File: src/inc/scu_defines.vh
`ifndef SCU_DEFINES_VH
`define SCU_DEFINES_VH

// Operation codes on the request port
`define OP_WORD 1'b0
`define OP_DOUBLE 1'b1

// Alignment masks of the effective address
`define ALIGN_WORD_MASK 3'h0_3
`define ALIGN_DOUBLE_MASK 3'h0_7

// Displacement width
`define DISP_W 16

// Result values for the source register
`define RESULT_OK 64'h0000_0000_0000_0001
`define RESULT_FAIL 64'h0000_0000_0000_0000

// Cache access types
`define CCA_W 3
`define CCA_CACHED_NONCOH 3'h0_3
`define CCA_CACHED_COH 3'h0_5

// Byte enables of a full doubleword and of its low and high words
`define BE_ALL 8'hff
`define BE_LOW 8'h0f
`define BE_HIGH 8'hf0

// Reset values
`define LINK_RESET 1'b0

// Coarsest monitored block, as log2 of bytes (minimum page)
`define BLOCK_SHIFT_DEF 12
// Instruction window for the linked pair, in bytes
`define PAIR_WINDOW_BYTES 2048

`endif

File: src/link_monitor.v
`timescale 1ns/1ps
`include "scu_defines.vh"

module link_monitor #(
	parameter ADDR_W = 64,
	parameter BLOCK_SHIFT = `BLOCK_SHIFT_DEF
) (
	input wire sys_clk,
	input wire rst_n,
	input wire ll_valid,
	input wire [ADDR_W-1:0] ll_paddr,
	input wire ll_double,
	input wire snoop_valid,
	input wire [ADDR_W-1:0] snoop_paddr,
	input wire kill,
	input wire consume,
	output reg link_flag,
	output reg link_double,
	output reg [ADDR_W-1:0] link_paddr
);

	wire snoop_hit;

	assign snoop_hit = snoop_valid && link_flag &&
		(snoop_paddr[ADDR_W-1:BLOCK_SHIFT] ==
		link_paddr[ADDR_W-1:BLOCK_SHIFT]);

	// A new load-linked wins over any clear in the same cycle
	always @(posedge sys_clk) begin
		if (!rst_n) begin
			link_flag <= `LINK_RESET;
			link_double <= 1'b0;
			link_paddr <= {ADDR_W{1'b0}};
		end else if (ll_valid) begin
			link_flag <= 1'b1;
			link_double <= ll_double;
			link_paddr <= ll_paddr;
		end else if (snoop_hit || kill || consume) begin
			link_flag <= 1'b0;
		end
	end

endmodule // link_monitor

File: src/store_conditional_unit.v
`timescale 1ns/1ps
`include "scu_defines.vh"

module store_conditional_unit #(
	parameter ADDR_W = 64,
	parameter BLOCK_SHIFT = `BLOCK_SHIFT_DEF,
	parameter LOCAL_ACCESS_KILLS = 1
) (
	input wire sys_clk,
	input wire rst_n,
	input wire sc_valid,
	input wire sc_op,
	input wire [ADDR_W-1:0] base_value,
	input wire [`DISP_W-1:0] displacement,
	input wire [63:0] source_value,
	input wire [4:0] source_result_reg,
	input wire cpu_big_byte_order,
	input wire user_byte_order_swap,
	input wire double_enabled,
	input wire watch_hit,
	input wire xlat_done,
	input wire [ADDR_W-1:0] xlat_paddr,
	input wire [`CCA_W-1:0] cache_coherency_attribute,
	input wire xlat_refill,
	input wire xlat_invalid,
	input wire xlat_modified,
	input wire ll_valid,
	input wire ll_double,
	input wire [ADDR_W-1:0] ll_paddr,
	input wire local_access,
	input wire exception_return,
	input wire exception_taken,
	input wire snoop_valid,
	input wire [ADDR_W-1:0] snoop_paddr,
	input wire mem_ack,
	output reg xlat_req,
	output reg [ADDR_W-1:0] xlat_vaddr,
	output reg mem_wr,
	output reg [ADDR_W-1:0] mem_paddr,
	output reg [63:0] mem_wdata,
	output reg [7:0] mem_be,
	output reg [`CCA_W-1:0] mem_cca,
	output reg result_valid,
	output reg [4:0] result_reg,
	output reg [63:0] result_value,
	output reg exc_valid,
	output reg exc_address_error,
	output reg exc_reserved,
	output reg exc_watch,
	output reg exc_refill,
	output reg exc_invalid,
	output reg exc_modified,
	output reg busy
);

	// ***************************************************************
	// States
	// ***************************************************************
	localparam ST_IDLE = 2'b00;
	localparam ST_XLAT = 2'b01;
	localparam ST_MEM = 2'b10;

	reg [1:0] state;
	reg [1:0] next_state;
	reg op_double;
	reg [63:0] data_hold;
	reg [4:0] reg_hold;
	reg order_big;
	reg order_swap;

	wire link_flag;
	wire link_double;
	wire [ADDR_W-1:0] link_paddr;
	wire [ADDR_W-1:0] eff_addr;
	wire misaligned;
	wire kill;
	wire consume;
	wire link_ok;
	wire [2:0] lane_addr;
	wire [2:0] byte_sel;
	wire [2:0] phys_low;

	// ***************************************************************
	// Address and alignment
	// ***************************************************************
	assign eff_addr = base_value + {{(ADDR_W-`DISP_W){displacement[`DISP_W-1]}},
		displacement};
	assign misaligned = sc_op ?
		(|(eff_addr[2:0] & `ALIGN_DOUBLE_MASK)) :
		(|(eff_addr[2:0] & `ALIGN_WORD_MASK));

	// Local accesses optionally break the link
	assign kill = exception_return || exception_taken ||
		(LOCAL_ACCESS_KILLS != 0 && local_access);

	// Each attempt that completes translation without a fault consumes the link
	assign consume = (state == ST_XLAT) && xlat_done;

	link_monitor #(
		.ADDR_W(ADDR_W),
		.BLOCK_SHIFT(BLOCK_SHIFT)
	) u_link (
		.sys_clk(sys_clk),
		.rst_n(rst_n),
		.ll_valid(ll_valid),
		.ll_paddr(ll_paddr),
		.ll_double(ll_double),
		.snoop_valid(snoop_valid),
		.snoop_paddr(snoop_paddr),
		.kill(kill),
		.consume(consume),
		.link_flag(link_flag),
		.link_double(link_double),
		.link_paddr(link_paddr)
	);

	// Snoop and exception in the check cycle still fail the store
	// Pair span is not tracked, either outcome is allowed
	assign link_ok = link_flag && !kill && !(snoop_valid &&
		(snoop_paddr[ADDR_W-1:BLOCK_SHIFT] ==
		link_paddr[ADDR_W-1:BLOCK_SHIFT])) &&
		(cache_coherency_attribute == `CCA_CACHED_NONCOH ||
		cache_coherency_attribute == `CCA_CACHED_COH);

	// ***************************************************************
	// Byte lanes
	// ***************************************************************
	assign phys_low = xlat_paddr[2:0] ^ {order_swap, 2'b00};
	assign lane_addr = xlat_vaddr[2:0];
	assign byte_sel = lane_addr ^ {order_big, 2'b00};

	// ***************************************************************
	// Sequencer
	// ***************************************************************
	always @* begin
		next_state = state;
		case (state)
			ST_IDLE: begin
				if (sc_valid && !misaligned &&
					!(sc_op && !double_enabled) && !watch_hit)
					next_state = ST_XLAT;
			end
			ST_XLAT: begin
				if (xlat_refill || xlat_invalid || xlat_modified)
					next_state = ST_IDLE;
				else if (xlat_done)
					next_state = link_ok ? ST_MEM : ST_IDLE;
			end
			ST_MEM: begin
				if (mem_ack)
					next_state = ST_IDLE;
			end
			default: next_state = ST_IDLE;
		endcase
	end

	always @(posedge sys_clk) begin
		if (!rst_n) begin
			state <= ST_IDLE;
			op_double <= 1'b0;
			data_hold <= 64'h0000_0000_0000_0000;
			reg_hold <= 5'h0_0;
			order_big <= 1'b0;
			order_swap <= 1'b0;
			xlat_req <= 1'b0;
			xlat_vaddr <= {ADDR_W{1'b0}};
			mem_wr <= 1'b0;
			mem_paddr <= {ADDR_W{1'b0}};
			mem_wdata <= 64'h0000_0000_0000_0000;
			mem_be <= 8'h00;
			mem_cca <= {`CCA_W{1'b0}};
			result_valid <= 1'b0;
			result_reg <= 5'h0_0;
			result_value <= `RESULT_FAIL;
			exc_valid <= 1'b0;
			exc_address_error <= 1'b0;
			exc_reserved <= 1'b0;
			exc_watch <= 1'b0;
			exc_refill <= 1'b0;
			exc_invalid <= 1'b0;
			exc_modified <= 1'b0;
			busy <= 1'b0;
		end else begin
			state <= next_state;
			result_valid <= 1'b0;
			exc_valid <= 1'b0;
			exc_address_error <= 1'b0;
			exc_reserved <= 1'b0;
			exc_watch <= 1'b0;
			exc_refill <= 1'b0;
			exc_invalid <= 1'b0;
			exc_modified <= 1'b0;
			busy <= (next_state != ST_IDLE);
			case (state)
				ST_IDLE: begin
					if (sc_valid) begin
						if (sc_op && !double_enabled) begin
							exc_valid <= 1'b1;
							exc_reserved <= 1'b1;
						end else if (misaligned) begin
							exc_valid <= 1'b1;
							exc_address_error <= 1'b1;
						end else if (watch_hit) begin
							exc_valid <= 1'b1;
							exc_watch <= 1'b1;
						end else begin
							op_double <= sc_op;
							data_hold <= source_value;
							reg_hold <= source_result_reg;
							order_big <= cpu_big_byte_order;
							order_swap <= user_byte_order_swap;
							xlat_req <= 1'b1;
							xlat_vaddr <= eff_addr;
						end
					end
				end
				ST_XLAT: begin
					if (xlat_refill || xlat_invalid || xlat_modified) begin
						xlat_req <= 1'b0;
						exc_valid <= 1'b1;
						exc_refill <= xlat_refill;
						exc_invalid <= xlat_invalid;
						exc_modified <= xlat_modified;
					end else if (xlat_done) begin
						xlat_req <= 1'b0;
						mem_cca <= cache_coherency_attribute;
						if (link_ok) begin
							mem_wr <= 1'b1;
							if (op_double) begin
								mem_paddr <= xlat_paddr;
								mem_wdata <= data_hold;
								mem_be <= `BE_ALL;
							end else begin
								mem_paddr <= {xlat_paddr[ADDR_W-1:3],
									phys_low};
								mem_wdata <= byte_sel[2] ?
									{data_hold[31:0], 32'h0000_0000} :
									{32'h0000_0000, data_hold[31:0]};
								mem_be <= byte_sel[2] ? `BE_HIGH : `BE_LOW;
							end
						end else begin
							result_valid <= 1'b1;
							result_reg <= reg_hold;
							result_value <= `RESULT_FAIL;
						end
					end
				end
				ST_MEM: begin
					if (mem_ack) begin
						mem_wr <= 1'b0;
						result_valid <= 1'b1;
						result_reg <= reg_hold;
						result_value <= `RESULT_OK;
					end
				end
				default: begin
					xlat_req <= 1'b0;
					mem_wr <= 1'b0;
				end
			endcase
		end
	end

endmodule // store_conditional_unit

File: config.mk
export PLATFORM = sky130hd
export DESIGN_NAME = store_conditional_unit
export DESIGN_NICKNAME = d
export VERILOG_FILES = /design/src/link_monitor.v /design/src/store_conditional_unit.v
export VERILOG_INCLUDE_DIRS = /design/src /design/src/inc
export SDC_FILE = /design/constraint.sdc
export NUM_CORES = 1
export LEC_CHECK = 0
export ABC_AREA = 1
export BUFFER_PORTS_ARGS = -buffer_cell sky130_fd_sc_hd__buf_2
export CORE_AREA = 4 4 249 251
export DETAILED_ROUTE_END_ITERATION = 7
export DIE_AREA = 0 0 253 255
export GPL_TIMING_DRIVEN = 0
export PLACE_DENSITY = 0.69
export SLEW_MARGIN = 20
export SYNTH_ARGS = -nofsm -noshare
export SYNTH_HDL_FRONTEND = slang
export SYNTH_SLANG_ARGS = --single-unit
File: constraint.sdc
create_clock -name sys_clk -period 2.4 [get_ports sys_clk]
set_input_delay 0.48 -clock sys_clk [delete_from_list [all_inputs] [get_ports sys_clk]]
set_output_delay 0.48 -clock sys_clk [all_outputs]
set_load 0.01 [all_outputs]
After elaboration in Yosys (flattened, before gate mapping)
Cells that the tools add are included.

Register bits after elaboration: 422. Word-level logic and storage cells: 141. Output and inout port bits: 283. Input bits: 363.

Equal/unequal tests: 15. Bitwise operators: 10. Muxes and demuxes: 49. $add $sub $neg: 1. Reduce and logical (&&, ||, !) cells: 40.

Operator list (count): 64-bit two-way mux (6); 64-bit one-hot mux with 2 select lines (1); 64-bit adder (1); 52-bit == test (1); 1-bit two-way mux (24); 5-bit two-way mux (4); 2-bit inequality test (second input constant) (9); 8-bit two-way mux (2); 5-bit AND reduction (3); 1-bit logical AND (11); 2-bit two-way mux (5); 5-bit one-hot mux with 2 select lines (1); 3-bit AND reduction (3); 1-bit NOT (8); 1-bit logical OR (7); 1-bit zero test (6); 1-bit one-hot mux with 3 select lines (2); 2-bit one-hot mux with 3 select lines (1); 6-bit AND reduction (1); 2-bit nonzero test (3); 3-bit bitwise XOR (2); 5-bit OR reduction (1); 1-bit one-hot mux with 2 select lines (2); 4-bit AND reduction (1); 10 further kinds (10).

Longest topological paths before layout
Word-level depth: 11. Gate-level depth with buffers: 18. Mapped depth without buffers: 18.

Modules after synthesis
Synthesis repeated with hierarchy kept, for this count alone.

Cells, all modules: 3293. Area total of the unflattened synthesis: 20747.4 µm².

By module, submodules not included: store_conditional_unit (cells each 2780, area each 17540.6 µm², instances 1); link_monitor (cells each 513, area each 3206.8 µm², instances 1).

Worst setup path after synthesis
Ideal clock, no wire load.

Path kind: input -> register. From: in base_value[0]. To: reg data_hold[7]. Setup time: 0.128 ns. Path buffers: 2. Setup slack: 0.030 ns. Data arrival time: 2.242 ns. Stages: 12. Path through: ha_1 inv_1 fa_1 inv_1 nor2_1 nand2_2 nor4_4 nand2_2 buf_2 clkbuf_1 o21ai_0 a21oi_1.

Longest elaborated chain between the ends: 5. Elaborated cells on any way between the ends: 6. Those cells by class: 1 x add/sub; 1 x mux; 1 x bitwise; 3 x reduce/logical.

RTL lines: start: declaration (line store_conditional_unit.v:13) `input wire [ADDR_W-1:0] base_value,`; 64-bit adder * (line store_conditional_unit.v:86) `` assign eff_addr = base_value + {{(ADDR_W-`DISP_W){displacement[`DISP_W-1]}}, ``; 3-bit OR reduction or 2-bit OR reduction (tied branches) (line store_conditional_unit.v:89, store_conditional_unit.v:90); 1-bit two-way mux * (line store_conditional_unit.v:88) `assign misaligned = sc_op ?`; 1-bit NOT (no source line) *; 5-bit AND reduction (no source line) *; end signal: assignment (line store_conditional_unit.v:208) `data_hold <= source_value;`; end: declaration (line store_conditional_unit.v:66) `reg [63:0] data_hold;`.

Every way passes the cells marked *; elsewhere a longest branch is shown, timed or not. A chain may end at the register's enable or synchronous reset.

Final worst setup path
From: in base_value[0]. To: reg xlat_vaddr[48].

Longest elaborated chain between the ends: 5. Elaborated cells on any way between the ends: 6. Those cells by class: 1 x add/sub; 1 x mux; 1 x bitwise; 3 x reduce/logical.

RTL lines: 64-bit adder * (line store_conditional_unit.v:86); 3-bit OR reduction or 2-bit OR reduction (tied branches) (line store_conditional_unit.v:89, store_conditional_unit.v:90); 1-bit two-way mux (line store_conditional_unit.v:88); 1-bit NOT (no source line); 5-bit AND reduction (no source line); end signal: assignment (line store_conditional_unit.v:166) `xlat_vaddr <= {ADDR_W{1'b0}};`; end signal: assignment (line store_conditional_unit.v:213) `xlat_vaddr <= eff_addr;`; end: declaration (line store_conditional_unit.v:37) `output reg [ADDR_W-1:0] xlat_vaddr,`.

Marked as above.

==> run summary <==
status: finished clean
placed insts: 4,492
post-synthesis cell type count: 37
num rows: 90
DRC: 0
Syn Inst Count: 3,092
Placement Setup Slack: -0.836 ns
fill count: 6,379
FF+latch count, synth: 341
Tmin final: 2.34 ns
warnings from Yosys: 0
RSZ-0062 raised after global routing: true
Antenna Nets Post-Route: 0
Leakage Power: 13.7 nW
input/output buffers: 556
Initial Util: 32.7%
Reg2Reg Capture Point: mem_wdata[30]
clock skew: 0.0219 ns
vias in the first global route: 19.7k
Pwr Density: 597 nW/µm²
Worst Path Arrival: 2.80 ns
die area: 64,500 µm²
Initial DRC Count: 1,528
worst setup margin: 0.0621 ns
worst hold-check path type: input port to flip-flop
Fin Setup TNS: 0 ns
overall routing resource usage: 23.9%
Layout Nets: 4,195
Clk Latency, worst-skew pair: 0.57 ns
Worst R2R Path Depth: 15
Least-Margin Pin Slew: 0.922 ns
Fmax achieved: 428 MHz
Clock transition at path regs: 0.06 ns
crit share post-route: 97.4%
io pins: 646
DRT Pass-1 Iters: 6
die width: 253 µm
first-pass GRT wire length: 117,000 µm
Required @ worst endpoint: 2.86 ns
Longest Clk Path Bufs: 3
Worst Hold Depth: 3
Post-Syn Area per Cell: 6.33 µm²
commonest cells after routing, fill and taps aside: 703 x nand2_1, 624 x inv_1, 584 x buf_2
Avg WL per Cell: 17.9 µm
pin count of the biggest net entering global routing: 50
sequential fraction of the synthesis area: 34.9%
Max Cap Viol: 0
r2r startpoint: u_link.link_paddr[60]
Cell Area, Synth: 19,600 µm²
GP Congestion: 0.965
TritonCTS buffer count: 41
Core Region: 59,900 µm²
hold buffers post-CTS: 0
CP Capture Type: flip-flop
FF-to-FF setup slack: 0.20 ns
Crit Path Category: input port to flip-flop
GRT Residual Overflow: 0
hold wc startpoint: ll_paddr[48]
Worst Setup Start Kind: input port
H-tree levels: 2
Slew HR: 38.5%
most common cell after layout, fill and taps aside: nand2_1
TritonCTS clock tree: built
Final HPWL DP: 67,500 µm
Setup Viol. Count Final: 0
CTS Sinks: 341
VDD IR max: 0.000419 V
final wirelength: 82,200 µm
layout cells sized above 1: 21.1%
hold endpoint: u_link.link_paddr[48]
routed via count: 21.3k
post-route non-filler standard cell count: 4,596
Hold Fails Final Rpt: 0
Die Height: 255 µm
initial antenna violation count: 34
Max Transition Viols Final: 0
CTS root buffer: clkbuf_16
Layout area overhead: 29.9%
critical path fanouts, max: 10
Avg Vias per Cell: 4.64
## how the worst max path moves through the flow
stage,start,cells past startpoint,slack [ns],to
6_report,base_value[0],15,0.06,xlat_vaddr[48]
3_3_place_gp,base_value[0],12,-0.83,data_hold[33]
5_1_grt,base_value[0],15,-0.04,xlat_vaddr[58]
2_1_floorplan,base_value[0],12,0.03,data_hold[7]
4_1_cts,base_value[0],13,0.005,data_hold[24]
3_5_place_dp,base_value[0],12,-0.84,data_hold[33]
## report_power, final
part           internal (mW)  switching [mW]  leakage [nW]
clock network           3.97            2.64         0.703
registers               5.82          0.0713          2.77
logic                  0.978            1.72          10.2
total                   10.8            4.43          13.7
## synth_stat cells, drive strengths merged
cell | count | share of area (%)
nand3b | 2 | 0.077
buf | 113 | 4.0
o22ai | 33 | 1.1
inv | 633 | 12
nand2 | 706 | 14
a21oi | 278 | 7.1
nor3b | 2 | 0.10
and2 | 1 | 0.032
clkbuf | 66 | 1.3
ha | 67 | 4.3
o21a | 51 | 2.0
nand4 | 11 | 0.35
nand3 | 102 | 2.6
xor2 | 22 | 0.98
a31oi | 2 | 0.064
clkinv | 1 | 0.019
o21ai | 286 | 7.3
o21bai | 6 | 0.23
o211ai | 5 | 0.19
nor4 | 2 | 0.14
dfxtp | 341 | 35
nor3 | 20 | 0.54
fa | 1 | 0.10
or2 | 3 | 0.096
conb | 1 | 0.019
a2111oi | 1 | 0.077
xnor2 | 14 | 0.63
nor2 | 322 | 6.2
## per-stage QoR
step,cell area (µm²),power (mW),utilization (%),hold slack (ns)
6_report,25400,15.2,42.5,0.140
5_1_grt,25400,15.9,42.5,0.133
4_1_cts,25100,15.3,41.9,0.104
3_5_place_dp,23600,8.61,39.4,0.432
3_3_place_gp,23600,8.59,39.4,0.425
2_1_floorplan,19800,7.63,-,0.430
## layer usage
layer  part of all wire [%]  GRT usage, %  vias to the layer above
met5                   0.12             0                        -
met4                    4.9          11.5                       16
met3                    7.4          5.38                      208
met2                     50          43.1                      750
met1                     38          26.6                     9532
li1                       -             -                    10800
## timing repair
| action | 4_1_cts | 5_1_grt |
|---|---|---|
| pin swaps | 1 | 2 |
| resized for setup | 17 | 81 |
| gates cloned | 0 | 3 |
| setup endpoints to repair | 144 | 141 |
| buffers inserted | 5 | 3 |
## logic make-up after synthesis
logic type	after synthesis	synth area share, %
AOI/OAI and AO/OA	662	18.0
xor gates and xnor gates	36	1.61
adders and majority gates	68	4.38
buffers and inverters	813	17.5
DFF	341	34.9
other	1	0.0191
and+or+nand+nor	1171	23.7
## final cells by class
| cell class | instances | area [µm²] | area share, % |
|---|---|---|---|
| clock inverter | 14 | 208 | 0.816 |
| antenna | 20 | 50.0 | 0.197 |
| buffer | 179 | 1140 | 4.47 |
| multi-input combinational | 2000 | 9720 | 38.2 |
| tap | 782 | 978 | 3.85 |
| clock buffer | 59 | 1210 | 4.77 |
| sequential | 341 | 6830 | 26.8 |
| timing repair buffer | 567 | 2920 | 11.5 |
| inverter | 634 | 2380 | 9.37 |
## critical path: stages
cell and delay (ns):
buf_2 0.08, ha_1 0.16, inv_1 0.06, fa_2 0.51, inv_1 0.06, nor2_4 0.10, nand2_2 0.09, nor4_4 0.37
nand2_4 0.17, inv_6 0.12, buf_12 0.14, buf_12 0.15, nand3_1 0.17, nand2_1 0.10, inv_1 0.04
No activity file was read; power rests on OpenSTA's default activity.
